<file path="src/rtl/pdcdiv_pkg.sv">
// Purpose: constants for the power-of-two clock output divider
// Assumes: 32-bit AXI4-Lite register access, one clock (divider source clock)
// Notes:   rules carried by the divider
package pdcdiv_pkg;
	localparam int          PDCDIV_STAGES     = 16;
	localparam int          PDCDIV_SEL_W      = 4;
	// ----------------------------------------------------------------
	// register map
	// ----------------------------------------------------------------
	localparam logic [7:0]  PDCDIV_CTRL_OFS   = 8'h00;
	localparam logic [7:0]  PDCDIV_STAT_OFS   = 8'h04;
	localparam int          PDCDIV_SEL_LSB    = 0;
	localparam int          PDCDIV_RUN_BIT    = 4;
	localparam int          PDCDIV_BYP_BIT    = 5;
	localparam int          PDCDIV_ACT_BIT    = 0;
	localparam int          PDCDIV_OUT_BIT    = 1;
	localparam int          PDCDIV_CNT_LSB    = 16;
	localparam logic [3:0]  PDCDIV_SEL_RST    = 4'h0;
	localparam logic        PDCDIV_RUN_RST    = 1'b0;
	localparam logic        PDCDIV_BYP_RST    = 1'b0;
	localparam logic [1:0]  PDCDIV_RESP_OKAY  = 2'h0;
	localparam logic [1:0]  PDCDIV_RESP_SLVERR = 2'h2;
endpackage

</file>
<file path="src/rtl/pdcdiv_top.sv">
// Purpose: power-of-two clock output divider with AXI4-Lite control
// Assumes: clk_i is the divider source clock; rst_i synchronous active high
// Notes:   bypass output is the source clock gated by a register, not a flop
//
// Implementation choices: register access over AXI4-Lite and the address map.
`timescale 1ns/1ps
module pdcdiv_top (
	input  wire logic        clk_i,
	input  wire logic        rst_i,
	input  wire logic [7:0]  s_axil_awaddr_i,
	input  wire logic        s_axil_awvalid_i,
	output logic             s_axil_awready_o,
	input  wire logic [31:0] s_axil_wdata_i,
	input  wire logic [3:0]  s_axil_wstrb_i,
	input  wire logic        s_axil_wvalid_i,
	output logic             s_axil_wready_o,
	output logic [1:0]       s_axil_bresp_o,
	output logic             s_axil_bvalid_o,
	input  wire logic        s_axil_bready_i,
	input  wire logic [7:0]  s_axil_araddr_i,
	input  wire logic        s_axil_arvalid_i,
	output logic             s_axil_arready_o,
	output logic [31:0]      s_axil_rdata_o,
	output logic [1:0]       s_axil_rresp_o,
	output logic             s_axil_rvalid_o,
	input  wire logic        s_axil_rready_i,
	output logic             clock_output_pin_o
);
	import pdcdiv_pkg::*;

	typedef struct packed {
		logic                    aw_got;
		logic [7:0]              awaddr;
		logic                    w_got;
		logic [31:0]             wdata;
		logic [3:0]              wstrb;
		logic                    awready;
		logic                    wready;
		logic                    bvalid;
		logic [1:0]              bresp;
		logic                    arready;
		logic                    rvalid;
		logic [31:0]             rdata;
		logic [1:0]              rresp;
		logic [PDCDIV_SEL_W-1:0] divide_select;
		logic                    run;
		logic                    divide_bypass;
		logic                    active;
		logic                    div_out;
	} pdcdiv_state_t;

	pdcdiv_state_t s_q;
	pdcdiv_state_t s_d;

	logic [PDCDIV_STAGES-1:0] stage_q;
	logic [PDCDIV_STAGES-1:0] stage_next;
	logic [PDCDIV_STAGES:0]   carry;
	logic                     count_en;
	logic                     tap_now;
	logic                     tap_next;
	logic [7:0]               wr_addr;
	logic                     wr_hit_ctrl;
	logic                     wr_hit_stat;
	logic                     rd_hit_ctrl;
	logic                     rd_hit_stat;
	logic [31:0]              ctrl_word;
	logic [31:0]              stat_word;

	// ----------------------------------------------------------------
	// sixteen-way tap selector
	// ----------------------------------------------------------------
	// the next-state tap feeds the output flop so the pin lines up with the chain
	always_comb begin
		tap_now  = 1'b0;
		tap_next = 1'b0;
		for (int i = 0; i < PDCDIV_STAGES; i++) begin
			if (s_q.divide_select == PDCDIV_SEL_W'(i)) begin
				tap_now  = stage_q[i];
				tap_next = stage_next[i];
			end
		end
	end

	// ----------------------------------------------------------------
	// halving chain
	// ----------------------------------------------------------------
	// counting goes on while run is set, or while the selected tap is still high
	assign count_en = s_q.run | tap_now;
	assign carry[0] = count_en;

	genvar gi;
	generate
		for (gi = 0; gi < PDCDIV_STAGES; gi++) begin : g_stage
			pdcdiv_stage u_stage (
				.clk_i   (clk_i),
				.rst_i   (rst_i),
				.carry_i (carry[gi]),
				.q_o     (stage_q[gi]),
				.next_o  (stage_next[gi]),
				.carry_o (carry[gi+1])
			);
		end
	endgenerate

	// ----------------------------------------------------------------
	// address decode and read words
	// ----------------------------------------------------------------
	// the write address is the one taken this cycle, else the one held from before
	assign wr_addr     = (s_axil_awvalid_i && s_q.awready) ? s_axil_awaddr_i : s_q.awaddr;
	assign wr_hit_ctrl = (wr_addr[7:2] == PDCDIV_CTRL_OFS[7:2]);
	assign wr_hit_stat = (wr_addr[7:2] == PDCDIV_STAT_OFS[7:2]);
	assign rd_hit_ctrl = (s_axil_araddr_i[7:2] == PDCDIV_CTRL_OFS[7:2]);
	assign rd_hit_stat = (s_axil_araddr_i[7:2] == PDCDIV_STAT_OFS[7:2]);

	always_comb begin
		ctrl_word                                  = '0;
		ctrl_word[PDCDIV_SEL_LSB +: PDCDIV_SEL_W]  = s_q.divide_select;
		ctrl_word[PDCDIV_RUN_BIT]                  = s_q.run;
		ctrl_word[PDCDIV_BYP_BIT]                  = s_q.divide_bypass;
		stat_word                                  = '0;
		stat_word[PDCDIV_ACT_BIT]                  = s_q.active;
		stat_word[PDCDIV_OUT_BIT]                  = s_q.div_out;
		stat_word[PDCDIV_CNT_LSB +: PDCDIV_STAGES] = stage_q;
	end

	// ----------------------------------------------------------------
	// register bus and control state
	// ----------------------------------------------------------------
	always_comb begin
		logic aw_n;
		logic w_n;
		logic [31:0] wd;
		logic [3:0]  ws;
		aw_n = 1'b0;
		w_n  = 1'b0;
		wd   = '0;
		ws   = '0;
		s_d  = s_q;

		// write address and data are taken in either order
		if (s_axil_awvalid_i && s_q.awready) begin
			s_d.aw_got = 1'b1;
			s_d.awaddr = s_axil_awaddr_i;
		end
		if (s_axil_wvalid_i && s_q.wready) begin
			s_d.w_got = 1'b1;
			s_d.wdata = s_axil_wdata_i;
			s_d.wstrb = s_axil_wstrb_i;
		end
		aw_n = s_d.aw_got;
		w_n  = s_d.w_got;
		wd   = s_d.wdata;
		ws   = s_d.wstrb;

		// response handshake
		if (s_q.bvalid && s_axil_bready_i) begin
			s_d.bvalid = 1'b0;
		end
		if (aw_n && w_n) begin
			s_d.aw_got = 1'b0;
			s_d.w_got  = 1'b0;
			s_d.bvalid = 1'b1;
			s_d.bresp  = PDCDIV_RESP_OKAY;
			if (wr_hit_ctrl) begin
				if (ws[0]) begin
					s_d.divide_select = wd[PDCDIV_SEL_LSB +: PDCDIV_SEL_W];
					s_d.run           = wd[PDCDIV_RUN_BIT];
					s_d.divide_bypass = wd[PDCDIV_BYP_BIT];
				end
			end else if (!wr_hit_stat) begin
				s_d.bresp = PDCDIV_RESP_SLVERR;
			end
		end

		// read channel
		if (s_q.rvalid && s_axil_rready_i) begin
			s_d.rvalid = 1'b0;
		end
		if (s_axil_arvalid_i && s_q.arready) begin
			s_d.rvalid = 1'b1;
			s_d.rdata  = '0;
			s_d.rresp  = PDCDIV_RESP_OKAY;
			if (rd_hit_ctrl) begin
				s_d.rdata = ctrl_word;
			end else if (rd_hit_stat) begin
				s_d.rdata = stat_word;
			end else begin
				s_d.rresp = PDCDIV_RESP_SLVERR;
			end
		end

		// readies stay low while a response waits, so one write is open at a time
		s_d.awready = !s_d.aw_got && !s_d.bvalid;
		s_d.wready  = !s_d.w_got && !s_d.bvalid;
		s_d.arready = !s_d.rvalid;

		// registered tap: follows the selected stage, low once stopped
		s_d.active  = count_en;
		s_d.div_out = tap_next;
	end

	// one register for all control and bus state; the chain keeps its own flops
	always_ff @(posedge clk_i) begin
		if (rst_i) begin
			s_q               <= '0;
			s_q.divide_select <= PDCDIV_SEL_RST;
			s_q.run           <= PDCDIV_RUN_RST;
			s_q.divide_bypass <= PDCDIV_BYP_RST;
		end else begin
			s_q <= s_d;
		end
	end

	// ----------------------------------------------------------------
	// outputs
	// ----------------------------------------------------------------
	assign s_axil_awready_o   = s_q.awready;
	assign s_axil_wready_o    = s_q.wready;
	assign s_axil_bvalid_o    = s_q.bvalid;
	assign s_axil_bresp_o     = s_q.bresp;
	assign s_axil_arready_o   = s_q.arready;
	assign s_axil_rvalid_o    = s_q.rvalid;
	assign s_axil_rdata_o     = s_q.rdata;
	assign s_axil_rresp_o     = s_q.rresp;
	// bypass needs the full-rate clock, which no flop can reproduce
	assign clock_output_pin_o = s_q.divide_bypass ? clk_i : s_q.div_out;
endmodule

</file>
<file path="src/rtl/pdcdiv_stage.sv">
// Purpose: one halving stage of the divider chain
// Assumes: carry_i high when every lower stage is high and counting is on
// Notes:   toggles on carry, so each stage runs at half the rate of the one below
`timescale 1ns/1ps
module pdcdiv_stage (
	input  wire logic clk_i,
	input  wire logic rst_i,
	input  wire logic carry_i,
	output logic      q_o,
	output logic      next_o,
	output logic      carry_o
);
	import pdcdiv_pkg::*;

	typedef struct packed {
		logic q;
	} pdcdiv_stage_t;

	pdcdiv_stage_t s_q;
	pdcdiv_stage_t s_d;

	always_comb begin
		s_d   = s_q;
		s_d.q = s_q.q ^ carry_i;
	end

	always_ff @(posedge clk_i) begin
		if (rst_i) begin
			s_q <= '0;
		end else begin
			s_q <= s_d;
		end
	end

	assign q_o     = s_q.q;
	assign next_o  = s_d.q;
	assign carry_o = s_q.q & carry_i;
endmodule

</file>
<file path="config.mk">
export PLATFORM = sky130hd
export DESIGN_NAME = pdcdiv_top
export DESIGN_NICKNAME = d
export VERILOG_FILES = /design/src/rtl/pdcdiv_pkg.sv /design/src/rtl/pdcdiv_top.sv /design/src/rtl/pdcdiv_stage.sv
export SDC_FILE = /design/constraint.sdc
export NUM_CORES = 1
export LEC_CHECK = 0
export ABC_AREA = 1
export BUFFER_PORTS_ARGS = -buffer_cell sky130_fd_sc_hd__clkbuf_2
export CAP_MARGIN = 20
export CORE_ASPECT_RATIO = 1.1
export CORE_MARGIN = 2
export CORE_UTILIZATION = 35
export CTS_BUF_LIST = sky130_fd_sc_hd__clkbuf_8
export CTS_CLUSTER_DIAMETER = 100
export DETAILED_ROUTE_END_ITERATION = 7
export GPL_ROUTABILITY_DRIVEN = 1
export MAX_ROUTING_LAYER = met4
export PLACE_DENSITY = 0.62
export SLEW_MARGIN = 0
export SYNTH_ARGS = -nofsm -noshare
export SYNTH_HDL_FRONTEND = slang
export SYNTH_HIERARCHICAL = 1
export SYNTH_SLANG_ARGS = --single-unit
</file>
<file path="constraint.sdc">
create_clock -name clk_i -period 6.9 [get_ports clk_i]
set_input_delay 0.69 -clock clk_i [delete_from_list [all_inputs] [get_ports clk_i]]
set_output_delay 0.69 -clock clk_i [all_outputs]
set_load 0.05 [all_outputs]
</file>
# After elaboration in Yosys (flattened, before gate mapping)
# Cells that the tools add are included.
# W data, S select, Z words.
# classes
n_eq_ne	17
n_mux	48
n_bitwise	32
n_reduce_logical	16
# op_table
operator	n
$mux W32	2
$mux W1	37
$mux W37	1
$mux W35	1
$eq A4 B4 Y1 const B	8
$eq A4 B3 Y1 const B	4
$xor A1 B1 Y1	16
$and A1 B1 Y1	15
$eq A6 B1 Y1 const B	2
$logic_not A6 Y1	2
$mux W9	1
$eq A4 B2 Y1 const B	2
$logic_and A1 B1 Y1	8
$mux W2	4
$mux W8	1
$eq A4 B1 Y1 const B	1
$logic_not A1 Y1	4
$logic_not A4 Y1	1
$mux W3	1
$reduce_and A3 Y1	1
$or A1 B1 Y1	1
# word_totals
ff_bits	111
input_bits	59
wordCells	149
output_inout_bits	42

# Logic depth before layout (Yosys ltp)
# logic_depth
word_depth	35
ltp_mapped	32
ltp_nobuf	32

# Cells and area by module
# Netlist, hierarchy kept.
# by_module_without_submodules
mod	area_each_um2	seq_area_each_um2	n_inst	cells_each
pdcdiv_top	2508.7	1041.0	1	337
pdcdiv_stage	42.5	20.0	16	4

==> results.md <==
Status:
- The run finished with clean final reports.

Critical path:
- The start-to-end type of the worst setup path is reg -> reg.
- Tracing the worst setup path back leads to its startpoint at ctrl_word[1].
- The cell with the largest stage delay on the worst path is sky130_fd_sc_hd__dfxtp_1.
- The cell repeated most along the worst path is sky130_fd_sc_hd__ha_1.
- The startpoint of the lowest-slack register-to-register path is ctrl_word[1].
- The worst setup path is captured at a flop.
- The critical path capture point is s_q[0].
- The minimum setup slack among reg-to-reg paths is 1.67 ns.
- Along the worst path, the maximum fanout reaches 7.
- The worst setup path is launched from a flop.
- The data arrival at the endpoint of the critical path is 5.58 ns.
- The endpoint identified for the worst register-to-register timing path is s_q[0].
- The required time at the endpoint of the critical path is 7.25 ns.
- The largest single stage delay on the critical path is 0.46 ns.
- The worst reg2reg path depth is 30.

Global routing:
- The maximum number of pins on one net before global-route repair is 59.
- The aggregate global-route resource usage is 13.8%.
- The initial antenna violation count is 0.
- For this run the aggregate overflow at the end of global routing stands at 0.
- The number of global-route vias before repair is 2485.
- The first-pass GRT wire length is 10600 um.

Timing:
- The final-report max-slew violation count came to 0.
- The count of endpoints failing setup in the final report is 0.
- The minimum clock period after layout is 5.23 ns.
- For the final routed database, the setup TNS stands at 0 ns.
- The final clock skew is 0.00794 ns.
- The headroom to the max-slew limit is 50.8%.
- Setup repair after global routing left no endpoint under its margin.
- The worst hold slack is 0.462 ns.
- The share of the cycle needed by the critical path after routing is 75.7%.
- The maximum frequency from static timing analysis is 0.191 GHz.
- For the pin with the worst max-slew slack, the measured transition is 0.736 ns.
- The number of endpoints with negative hold slack in the final report is 0.

Die:
- 101 I/O pins were placed.
- Measured along the y axis, the die boundary spans 104 um.
- The core region is 8870 um^2.
- The floorplan step defined a die boundary enclosing 9890 um^2.
- The floorplan has 36 rows.
- The initial cell density of the core is 35.9%.
- Measured along the x axis, the die boundary spans 95.0 um.

Detailed routing:
- The pre-antenna-repair detailed-routing pass consisted of 4 iterations.
- The total wirelength of the detailed-routed design is 6030 um.
- The detailed-route DRC error count is 0.
- The total number of vias is 2488.
- The count of nets left with antenna violations once routing finished came out at 0.
- The via density per instance is 4.49.
- The first routing iteration left 66 violations.
- After detailed routing, the average wire length per cell comes to 10.9 um.

Synth:
- Sequential elements use 42.7% of the synthesized area.
- Yosys mapped a number of flops with a built-in enable equal to 0.
- The cell area after synthesis is 3190 um^2.
- During synthesis, Yosys emitted a total of 6 warnings.
- The count of state elements after synthesis is 68.
- After synthesis, the netlist uses 29 different library cells.
- The primary flip-flop cell chosen by synthesis mapping is sky130_fd_sc_hd__dfxtp_1.
- Each instance of the synthesized netlist takes up on average 7.95 um^2.
- The post-synthesis cell count is 401.
- In the synthesized netlist the async set-or-reset flop fraction comes to 0%.

Clock network:
- TritonCTS built the clock tree.
- In this run, post-CTS repair resized a total of 0 instances.
- The later pin in the worst-skew pair is clocked with a latency of 0.44 ns.
- Buffers inserted to repair hold after CTS numbered 0.
- The CTS clock-pin slew for the worst setup and hold paths is 0.07 ns.
- Once the clock tree was built, the setup fixing pass inserted 0 buffers.

Placement:
- The routability-driven placement congestion ratio is 0.831.
- The post-DP HPWL is 4270 um.
- During placement, the flow inserted port buffers numbering 55.

Layout:
- Summing all multi-input logic gate instances after layout gives 1370 um^2.
- The area growth from synthesis to final layout is 10.9%.
- The filler cells instantiated in the layout total 919.
- The sequential cells in the finished layout cover a total of 1360 um^2.
- After the last flow step, the layout net total stands at 511.
- The proportion of layout cells with a drive suffix above 1 is 23.9%.
- The number of diodes is 0.

Power and ir drop:
- The analysis attributes to cell leakage a power of 1.68 nW.
- The total power consumption of the routed design is 0.875 mW.
- The highest ir drop seen on vdd is 0.0000937 V.
- For this design the ratio of total power to cell area is 247 nW/um^2.

Flow run:
- Across the run, the number of max-cap violations was 0.

Min path:
- The class of the most critical hold timing path is reg -> reg.
-- Yosys cell counts (all sizes together) (4+ instances only) --
cell | instances | share of area, %
a211oi | 4 | 1.6
a21oi | 29 | 4.6
buf | 39 | 9.2
clkbuf | 7 | 0.82
dfxtp | 68 | 43
ha | 16 | 6.3
inv | 48 | 5.6
mux2i | 13 | 4.1
nand2 | 72 | 8.8
nand3 | 11 | 1.7
nand4 | 7 | 1.4
nor2 | 67 | 9.2
nor3 | 4 | 1.1
o21ai | 9 | 1.4
-- per-layer routing --
layer	GRT usage, %	share of wire, %	up-vias
met1	15.7	47	1123
met4	6.73	2.4	0
met5	-	0	-
met2	21.7	46	54
met3	4.57	4.9	14
li1	-	-	1297
-- report_power, final --
part / switching (mW) / internal (mW)
registers: 0.00840 / 0.409
logic: 0.0889 / 0.0397
clock network: 0.164 / 0.164
total: 0.262 / 0.613
-- layout by cell type, fill, tap and decap left out, drive strengths merged, types with 4 or more instances in the layout --
cell type	instances
nand2	72
dfxtp	68
clkbuf	67
nor2	67
inv	49
a21oi	29
ha	16
mux2i	13
conb	12
nand3	11
o21ai	9
nand4	7
a211oi	4
nor3	4
-- stage by stage --
step	setup slack (ns)	cells	utilization (%)	area [um^2]
floorplan	2.14	412	-	3230
global placement	1.68	536	37.6	3340
detailed placement	1.66	536	37.6	3340
CTS	1.61	554	39.8	3540
global route	1.30	554	39.8	3540
finish	1.67	554	39.8	3540
-- cell type report --
type	instances	area share (%)
clock buffers	13	4.81
flip-flops and latches	68	38.5
repair buffers	55	7.86
well taps	114	4.03
clock inverters	6	0.955
multi-input cells	250	38.7
inverters	48	5.10
-- logic make-up after synthesis --
kind of cell / after synthesis / synth area share (%)
simple gates: 164 / 22.9
buf+inv: 94 / 15.7
flops: 68 / 42.7
compound gates: 45 / 8.32
fa+ha+maj: 16 / 6.28
mux: 13 / 4.08
other cells: 1 / 0.118
-- how the worst min path moves through the flow --
| stage | from | end | slack [ns] | depth (start not counted) |
|---|---|---|---|---|
| detailed placement | s_axil_rdata_o[30] | s_axil_rdata_o[30] | 0.46 | 2 |
| finish | s_axil_rdata_o[30] | s_axil_rdata_o[30] | 0.46 | 2 |
| CTS | s_axil_rdata_o[30] | s_axil_rdata_o[30] | 0.47 | 2 |
| floorplan | s_axil_rdata_o[16] | s_axil_rdata_o[16] | 0.45 | 2 |
| global placement | s_axil_rdata_o[16] | s_axil_rdata_o[16] | 0.46 | 2 |
| global route | s_axil_rdata_o[22] | s_axil_rdata_o[22] | 0.49 | 2 |
-- worst max-delay path: cells and delay by family, from the launching register on --
kind | cells | cell delay [ns]
and+or+nand+nor | 9 | 1.13
adders and majority gates | 16 | 3.28
buffers and inverters | 4 | 0.24
AOI/OAI and AO/OA | 1 | 0.06
DFF | 1 | 0.46
-- sequential cells by signal, summed over array words and instances, names as in the netlist --
| register | count |
|---|---|
| s_axil_rdata_o | 22 |
| s_q | 17 |
| g_stage.u_stage/q_o | 16 |
| ctrl_word | 6 |
| s_axil_arready_o | 1 |
| s_axil_awready_o | 1 |
| s_axil_bresp_o | 1 |
| s_axil_bvalid_o | 1 |
| s_axil_rresp_o | 1 |
| s_axil_rvalid_o | 1 |
| s_axil_wready_o | 1 |
No activity file was read; power rests on OpenSTA's default activity.
